--- config.mk ---
export PLATFORM = sky130hd
export DESIGN_NAME = par_top
export DESIGN_NICKNAME = d
export VERILOG_FILES = /design/src/par_pkg.sv /design/src/par_top.sv
export SDC_FILE = /design/constraint.sdc
export NUM_CORES = 1
export LEC_CHECK = 0
export BUFFER_PORTS_ARGS = -buffer_cell sky130_fd_sc_hd__clkbuf_2
export CAP_MARGIN = 5
export CORE_UTILIZATION = 31
export DETAILED_ROUTE_END_ITERATION = 10
export PLACE_DENSITY_LB_ADDON = 0.15
export SLEW_MARGIN = 20
export SYNTH_ARGS = -nofsm -noshare
export SYNTH_HDL_FRONTEND = slang
export SYNTH_SLANG_ARGS = --single-unit
--- constraint.sdc ---
create_clock -name ref_clk -period 3.05 [get_ports ref_clk]
set_input_delay 0.61 -clock ref_clk [delete_from_list [all_inputs] [get_ports ref_clk]]
set_output_delay 0.61 -clock ref_clk [all_outputs]
set_load 0.03 [all_outputs]
--- src/par_pkg.sv ---
// constants, carriers and state types of the private address resolver
package par_pkg;
	// register offsets
	localparam logic [11:0] OFS_START = 12'h000;
	localparam logic [11:0] OFS_STOP = 12'h008;
	localparam logic [11:0] OFS_DONE_EV = 12'h100;
	localparam logic [11:0] OFS_MATCH_EV = 12'h104;
	localparam logic [11:0] OFS_NOMATCH_EV = 12'h108;
	localparam logic [11:0] OFS_IRQ_SET = 12'h304;
	localparam logic [11:0] OFS_IRQ_CLR = 12'h308;
	localparam logic [11:0] OFS_STATUS = 12'h400;
	localparam logic [11:0] OFS_ENABLE = 12'h500;
	localparam logic [11:0] OFS_KEY_COUNT = 12'h504;
	localparam logic [11:0] OFS_KEY_PTR = 12'h508;
	localparam logic [11:0] OFS_PKT_PTR = 12'h510;
	localparam logic [11:0] OFS_SCRATCH_PTR = 12'h514;
	// event bit positions in events and irq enable registers
	localparam int EV_DONE = 0;
	localparam int EV_MATCH = 1;
	localparam int EV_NOMATCH = 2;
	// field values and reset values
	localparam logic [1:0] ENABLE_ON = 2'h3;
	localparam logic [1:0] ENABLE_RST = 2'h0;
	localparam logic [4:0] KEY_COUNT_RST = 5'h01;
	localparam logic [4:0] KEY_COUNT_MAX = 5'h10;
	localparam logic [3:0] STATUS_RST = 4'h0;
	localparam logic [2:0] IRQ_EN_RST = 3'h0;
	localparam logic [2:0] EVENTS_RST = 3'h0;
	localparam logic [31:0] PTR_RST = 32'h00000000;
	// key table layout: one key is 16 bytes, 4 words
	localparam logic [1:0] KEY_LAST_WORD = 2'h3;
	localparam logic [1:0] ADDR_LAST_WORD = 2'h1;

	// memory request carrier
	typedef struct packed {
		logic req;
		logic we;
		logic [31:0] addr;
		logic [31:0] wdata;
	} par_mem_req_t;

	// hash engine request carrier
	typedef struct packed {
		logic req;
		logic [127:0] key;
		logic [23:0] prand;
	} par_hash_req_t;

	typedef enum logic [2:0] {
		ST_IDLE,
		ST_ADDR,
		ST_KEY,
		ST_HASH,
		ST_SCR
	} par_state_t;

	// whole state of the resolver
	typedef struct packed {
		par_state_t state;
		logic stop;
		logic hit;
		logic [1:0] word;
		logic [3:0] kidx;
		logic [47:0] addr;
		logic [127:0] key;
		par_mem_req_t mem;
		par_hash_req_t hash;
		logic [2:0] ev;
		logic [2:0] inten;
		logic [3:0] status;
		logic [1:0] enable;
		logic [4:0] kcount;
		logic [31:0] key_ptr;
		logic [31:0] pkt_ptr;
		logic [31:0] scr_ptr;
		logic [31:0] rdata;
		logic irq;
	} par_core_t;
endpackage : par_pkg

--- src/par_top.sv ---
// private address resolver: registers, dma sequencer, events and interrupt
// What this block does
// - start is allowed once the first 6 packet bytes are in ram.
// - keys are fetched from ram starting at the key table pointer.
// - key n starts at byte 16*n of the table; key 15 at 240.
// - writing 1 to start begins resolution; writing 1 to stop halts it.
// - done, matched and not-matched event registers read 1 once generated.
// - irq enable set register enables per event; reads give enable state.
// - irq enable clear register disables per event; reads give enable state.
// - unit enable field value 3 enables the resolver, 0 disables it.
// - matched event when a key resolves the address, else not-matched.
// - stop at first match or after key count keys, then raise done.
`timescale 1ns/1ps
module par_top (
	input wire logic ref_clk, // 200 mhz system clock
	input wire logic rst_n, // asynchronous reset, active low
	input wire logic [11:0] reg_addr, // register byte offset
	input wire logic [31:0] reg_wdata, // register write data
	input wire logic reg_wr, // register write strobe
	input wire logic reg_rd, // register read strobe
	output logic [31:0] reg_rdata, // read data, cycle after reg_rd
	output par_pkg::par_mem_req_t mem_o, // ram request
	input wire logic mem_gnt, // ram accepted the request
	input wire logic mem_rvalid, // read data valid
	input wire logic [31:0] mem_rdata, // read data word
	output par_pkg::par_hash_req_t hash_o, // hash engine request
	input wire logic hash_ack, // hash result valid
	input wire logic [23:0] hash_value, // hash of key and prand
	output logic irq // level interrupt
);
	par_pkg::par_core_t s_q;
	par_pkg::par_core_t s_d;
	logic [2:0] ev_set;
	logic [4:0] kc_eff;
	logic [31:0] key_word_addr;
	logic start_cmd;
	logic stop_cmd;

	// trigger decode and effective key count
	assign start_cmd = reg_wr && reg_addr == par_pkg::OFS_START && reg_wdata[0];
	assign stop_cmd = reg_wr && reg_addr == par_pkg::OFS_STOP && reg_wdata[0];
	assign kc_eff = (s_q.kcount > par_pkg::KEY_COUNT_MAX) ? par_pkg::KEY_COUNT_MAX : s_q.kcount;
	assign key_word_addr = s_q.key_ptr + {24'h000000, s_q.kidx, 4'h0};

	// register read mux
	function automatic logic [31:0] read_mux(input par_pkg::par_core_t s, input logic [11:0] a);
		logic [31:0] r;
		r = 32'h00000000;
		case (a)
			par_pkg::OFS_DONE_EV: r = {31'h00000000, s.ev[par_pkg::EV_DONE]};
			par_pkg::OFS_MATCH_EV: r = {31'h00000000, s.ev[par_pkg::EV_MATCH]};
			par_pkg::OFS_NOMATCH_EV: r = {31'h00000000, s.ev[par_pkg::EV_NOMATCH]};
			par_pkg::OFS_IRQ_SET: r = {29'h00000000, s.inten};
			par_pkg::OFS_IRQ_CLR: r = {29'h00000000, s.inten};
			par_pkg::OFS_STATUS: r = {28'h0000000, s.status};
			par_pkg::OFS_ENABLE: r = {30'h00000000, s.enable};
			par_pkg::OFS_KEY_COUNT: r = {27'h0000000, s.kcount};
			par_pkg::OFS_KEY_PTR: r = s.key_ptr;
			par_pkg::OFS_PKT_PTR: r = s.pkt_ptr;
			par_pkg::OFS_SCRATCH_PTR: r = s.scr_ptr;
			default: r = 32'h00000000;
		endcase
		return r;
	endfunction : read_mux

	// next state: registers, sequencer, events
	always_comb
	begin
		s_d = s_q;
		ev_set = 3'h0;
		s_d.rdata = reg_rd ? read_mux(s_q, reg_addr) : 32'h00000000;
		// configuration writes
		if (reg_wr)
		begin
			case (reg_addr)
				par_pkg::OFS_IRQ_SET: s_d.inten = s_q.inten | reg_wdata[2:0];
				par_pkg::OFS_IRQ_CLR: s_d.inten = s_q.inten & ~reg_wdata[2:0];
				par_pkg::OFS_ENABLE: s_d.enable = reg_wdata[1:0];
				par_pkg::OFS_KEY_COUNT: s_d.kcount = reg_wdata[4:0];
				par_pkg::OFS_KEY_PTR: s_d.key_ptr = reg_wdata;
				par_pkg::OFS_PKT_PTR: s_d.pkt_ptr = reg_wdata;
				par_pkg::OFS_SCRATCH_PTR: s_d.scr_ptr = reg_wdata;
				par_pkg::OFS_DONE_EV: if (!reg_wdata[0]) s_d.ev[par_pkg::EV_DONE] = 1'b0;
				par_pkg::OFS_MATCH_EV: if (!reg_wdata[0]) s_d.ev[par_pkg::EV_MATCH] = 1'b0;
				par_pkg::OFS_NOMATCH_EV: if (!reg_wdata[0]) s_d.ev[par_pkg::EV_NOMATCH] = 1'b0;
				default: s_d.ev = s_d.ev;
			endcase
		end
		// a granted request drops; one outstanding access at a time
		if (s_q.mem.req && mem_gnt)
			s_d.mem.req = 1'b0;
		if (stop_cmd && s_q.state != par_pkg::ST_IDLE)
			s_d.stop = 1'b1;
		case (s_q.state)
			par_pkg::ST_IDLE:
			begin
				if (start_cmd && s_q.enable == par_pkg::ENABLE_ON)
				begin
					s_d.state = par_pkg::ST_ADDR;
					s_d.stop = 1'b0;
					s_d.hit = 1'b0;
					s_d.word = 2'h0;
					s_d.kidx = 4'h0;
					s_d.mem = '{req: 1'b1, we: 1'b0, addr: s_q.pkt_ptr, wdata: 32'h00000000};
				end
			end
			par_pkg::ST_ADDR:
			begin
				if (mem_rvalid)
				begin
					if (s_q.word == 2'h0)
						s_d.addr[31:0] = mem_rdata;
					else
						s_d.addr[47:32] = mem_rdata[15:0];
					s_d.word = s_q.word + 2'h1;
					if (s_q.stop || stop_cmd)
					begin
						s_d.state = par_pkg::ST_IDLE;
						ev_set[par_pkg::EV_DONE] = 1'b1;
					end
					else if (s_q.word != par_pkg::ADDR_LAST_WORD)
						s_d.mem = '{req: 1'b1, we: 1'b0, addr: s_q.pkt_ptr + 32'h00000004, wdata: 32'h00000000};
					else if (kc_eff == 5'h00)
					begin
						s_d.state = par_pkg::ST_IDLE;
						ev_set[par_pkg::EV_NOMATCH] = 1'b1;
						ev_set[par_pkg::EV_DONE] = 1'b1;
					end
					else
					begin
						s_d.state = par_pkg::ST_KEY;
						s_d.word = 2'h0;
						s_d.mem = '{req: 1'b1, we: 1'b0, addr: key_word_addr, wdata: 32'h00000000};
					end
				end
			end
			par_pkg::ST_KEY:
			begin
				if (mem_rvalid)
				begin
					s_d.key[s_q.word*32 +: 32] = mem_rdata;
					s_d.word = s_q.word + 2'h1;
					if (s_q.stop || stop_cmd)
					begin
						s_d.state = par_pkg::ST_IDLE;
						ev_set[par_pkg::EV_DONE] = 1'b1;
					end
					else if (s_q.word == par_pkg::KEY_LAST_WORD)
					begin
						s_d.state = par_pkg::ST_HASH;
						s_d.hash.req = 1'b1;
					end
					else
						s_d.mem = '{req: 1'b1, we: 1'b0,
							addr: key_word_addr + {28'h0000000, s_q.word + 2'h1, 2'h0},
							wdata: 32'h00000000};
				end
			end
			par_pkg::ST_HASH:
			begin
				if (hash_ack)
				begin
					s_d.hash.req = 1'b0;
					s_d.hit = hash_value == s_q.addr[23:0];
					s_d.state = par_pkg::ST_SCR;
					s_d.mem = '{req: 1'b1, we: 1'b1, addr: s_q.scr_ptr,
						wdata: {8'h00, hash_value}};
				end
			end
			par_pkg::ST_SCR:
			begin
				if (mem_gnt)
				begin
					s_d.state = par_pkg::ST_IDLE;
					if (s_q.stop || stop_cmd)
						ev_set[par_pkg::EV_DONE] = 1'b1;
					else if (s_q.hit)
					begin
						s_d.status = s_q.kidx;
						ev_set[par_pkg::EV_MATCH] = 1'b1;
						ev_set[par_pkg::EV_DONE] = 1'b1;
					end
					else if (({1'b0, s_q.kidx} + 5'h01) >= kc_eff)
					begin
						ev_set[par_pkg::EV_NOMATCH] = 1'b1;
						ev_set[par_pkg::EV_DONE] = 1'b1;
					end
					else
					begin
						s_d.state = par_pkg::ST_KEY;
						s_d.kidx = s_q.kidx + 4'h1;
						s_d.word = 2'h0;
						s_d.mem = '{req: 1'b1, we: 1'b0,
							addr: key_word_addr + 32'h00000010, wdata: 32'h00000000};
					end
				end
			end
			default: s_d.state = par_pkg::ST_IDLE;
		endcase
		// hardware set wins over a clearing write
		s_d.ev = s_d.ev | ev_set;
		s_d.hash.key = s_d.key;
		s_d.hash.prand = s_d.addr[47:24];
		s_d.irq = |(s_d.ev & s_d.inten);
	end

	// state register
	always_ff @(posedge ref_clk or negedge rst_n)
	begin
		if (!rst_n)
		begin
			s_q <= '{state: par_pkg::ST_IDLE, stop: 1'b0, hit: 1'b0, word: 2'h0, kidx: 4'h0,
				addr: 48'h000000000000, key: 128'h0, mem: '0, hash: '0,
				ev: par_pkg::EVENTS_RST, inten: par_pkg::IRQ_EN_RST,
				status: par_pkg::STATUS_RST, enable: par_pkg::ENABLE_RST,
				kcount: par_pkg::KEY_COUNT_RST, key_ptr: par_pkg::PTR_RST,
				pkt_ptr: par_pkg::PTR_RST, scr_ptr: par_pkg::PTR_RST,
				rdata: 32'h00000000, irq: 1'b0};
		end
		else
			s_q <= s_d;
	end

	// outputs straight from the state register
	assign reg_rdata = s_q.rdata;
	assign mem_o = s_q.mem;
	assign hash_o = s_q.hash;
	assign irq = s_q.irq;
endmodule : par_top

==> results by group <==
Logic synthesis
  – Asr flop ratio synth: 100%
  – Largest family of logic cells by synthesized area: compound AO/OA/AOI/OAI gates
  – Post-synth EDFFs: 0
  – Post-Syn Area: roughly 21000 sq um
  – Mapped Cells: 2175
  – Sequential cell area fraction in the yosys report: 46.2%
  – Synth warn: 0
  – #FFs+latches synth: around 390
  – Post-Synth XOR/XNOR Area: 3.13%
  – Synth unique cells: 89
  – Synth Flop Type: dfrtp_1
  – Post-Synth Adder-Cell Area: 1.43%
  – Syn Area/Cell: 9.77 sq um
  – Compound-Gate Fraction of Synth Area: 14.2%
  – Post-Synth Simple-Gate Area: 13.6%
  – Post-synthesis mux area share: under 10%

Timing
  – Setup TNS: -4.03 ns
  – Max Transition Viols Final: 0
  – Period utilization: 109%
  – Final setup viols: 37
  – Minimum clock period: 3.32 ns
  – RSZ-0062 raised after global routing: true
  – Worst slew pin tran: 0.929 ns
  – Hold Violations, Final: 0
  – Final worst slack: -0.273 ns
  – Max Freq: 0.301 GHz
  – Final setup skew: 0.0517 ns
  – Max-slew headroom: 37.9%

Place
  – Place WS: -0.385 ns
  – Placer Congestion: 0.905
  – Dpl cells: 3307
  – Port bufs: 350
  – Placed Area: ~24000 sq um
  – DP HPWL: 57400 um

Route
  – Initial drt markers: 1283
  – Wirelength, routed: 76900 um
  – Via-per-instance ratio: 5.08
  – WL per Instance: 22.5 um
  – Detailed Routing Iterations Pass 1: 5
  – DRT antenna net count: 0
  – DRC: 0
  – Via Count: 17300

Clock network
  – CTS clk-pin slew, worst paths: ~0.060 ns
  – Clock root cell: clkbuf_16
  – Clock sinks: 392
  – Total CTS buffers: 48
  – Htree depth: 2
  – Clock buffer depth: 3
  – Skew-Pair Late Insertion Delay: 0.62 ns
  – CTS tree: built

Die
  – Die area: 69600 sq um
  – Die height: 264 um
  – Num rows: 95
  – Starting Density: 31.5%
  – Num ports: 359
  – Die Wd: about 260 um
  – Core region area: 67500 sq um

Power
  – Power Dens Cells: 658 nW/um^2
  – Maximum VDD drop: between 400 and 500 uV
  – P_leak: 12.6 nW

Final layout
  – Non-filler cells, final: 3415
  – Layout cell share with drive strength beyond 1: 40.0%
  – Fin nets: between 2000 and 3000
  – Final Cell Area: around 26000 sq um
  – Fillcell total: 6802
  – Area grow syn2layout: 24.7%

Worst setup path
  – Critical path's top delay family: compound AO/OA/AOI/OAI gates
  – Crit end category: flip-flop
  – CP Buf/Inv Count: 0
  – Arrival time worst endpoint: 3.82 ns
  – Cells along the critical path: ha_4 -> fa_2 -> a211oi_4 -> or2_4 -> a41oi_2 -> o22a_2 -> a211o_1 -> or2_4 -> a311o_1 -> a211o_1 -> o211ai_1
  – Worst Path Max Fanout: 6
  – Critical Path Start Type: flip-flop
  – Critical path class: flip-flop to flip-flop
  – Crit-path max cell delay: around 0.41 ns
  – Worst endpoint required time: 3.55 ns
  – Critical Path Slowest Stage Cell: dfrtp_1

Global routing
  – Vias in the first global route: 17800
  – Largest net degree at the start of global routing: 65
  – Gr usage total: 21.8%
  – Gr ovfl total: 0
  – First-pass GRT wire length: 116000 um
  – Initial antenna violation count: 1

Outcome
  – Failing checks: negative setup slack
  – Outcome: finished, violations left

Worst hold path
  – Hold Crit Class: primary input to flip-flop

Job
  – Maximum Capacitance Violations: 0
## sequential cells by signal, summed over array words and instances (netlist names)
| name | flops |
|---|---|
| reg_rdata | 32 |
| irq | 1 |
| hash_o | 129 |
| mem_o | 58 |
| s_q | 172 |
## cells in the mapped netlist, drive strengths merged (27+ instances only)
cell / instances / area share [%]
nand3: 43 / 1.0
mux2: 186 / 9.9
dfrtp: 391 / 46
nor3: 27 / 0.71
xnor2: 51 / 2.1
o21ai: 191 / 4.5
nor2: 85 / 1.5
a21oi: 52 / 1.2
buf: 276 / 9.4
clkbuf: 94 / 1.7
a22o: 28 / 1.2
a22oi: 43 / 1.5
nand2: 379 / 6.7
## placed cells by master, fill, tap and decap left out, types with 24 or more instances in the layout
cell type | Yosys | routed
a22o_1 | 28 | 28
buf_4 | 253 | 261
o21ai_0 | 189 | 177
xnor2_1 | 51 | 50
nor2_1 | 84 | 73
mux2_2 | 186 | 186
dfrtp_1 | 391 | 391
nand3_1 | 43 | 35
a21oi_1 | 52 | 47
a22oi_1 | 43 | 42
nand2_1 | 378 | 364
clkbuf_16 | 0 | 48
xor2_1 | 25 | 24
clkbuf_2 | 1 | 349
## path summary, 6_finish.rpt
| kind | start | cells past startpoint | slack [ns] | end |
|---|---|---|---|---|
| setup / recovery | s_q[101] | 11 | -0.27 | mem_o[58] |
| hold / removal | hash_value[17] | 2 | 0.26 | mem_o[17] |
| setup reg to reg | s_q[101] | 11 | -0.27 | mem_o[58] |
| hold reg to reg | hash_o[118] | 2 | 0.48 | hash_o[118] |
| max in group asynchronous | rst_n | 4 | 1.52 | s_q[527] |
| min in group asynchronous | rst_n | 2 | 0.58 | s_q[518] |
## metrics by stage
stage / util (%) / power (mW) / hold WS [ns]
4_1_cts: 38.8 / 17.6 / 0.206
3_5_place_dp: 35.7 / 11.2 / 0.470
2_1_floorplan: - / 9.74 / 0.314
6_report: 39.2 / 17.4 / 0.256
3_3_place_gp: 35.7 / 11.2 / 0.460
5_1_grt: 39.2 / 18.3 / 0.231
## layout make-up
class / instances / area (sq um) / area share, %
Sequential cell: 392 / 9810 / 37.0
Multi-Input combinational cell: 1403 / 9600 / 36.2
Timing Repair Buffer: 648 / 4300 / 16.2
Clock buffer: 64 / 1350 / 5.10
Tap cell: 873 / 1090 / 4.12
Clock inverter: 17 / 270 / 1.02
Inverter: 17 / 63.8 / 0.241
Antenna cell: 1 / 2.50 / 0.00945
## layer usage
layer  global-route usage (%)  vias to the layer above  share of wire (%)
li1                         -                     8076                  -
met1                     28.1                     8659                 43
met2                     38.2                      501                 50
met3                     3.08                      112                4.6
met4                     5.74                        0                2.4
met5                        0                        -                  0
## kinds of logic (layout without fill, tap and decap cells)
kind of cell / after synthesis / in the layout
simple gates: 646 / 646
compound gates: 462 / 462
flops: 392 / 392
buf+inv: 387 / 746
mux: 188 / 188
xor+xnor: 76 / 76
fa+ha+maj: 23 / 23
other cells: 1 / 9
## power breakdown
group	internal, mW	leakage, nW	switching, mW
Combinational	1.98	6.42	3.29
Clock	3.46	0.791	2.43
Sequential	5.86	5.35	0.421
## what timing repair did
item | 4_1_cts | 5_1_grt
resized for setup | 74 | 50
hold buffers | 1 | 0
pin swaps | 27 | 26
cloned | 1 | 0
endpoints found under the hold margin | 41 | 0
setup buffers | 16 | 10
setup endpoints to repair | 58 | 65
Power figures use the tool's default switching activity.
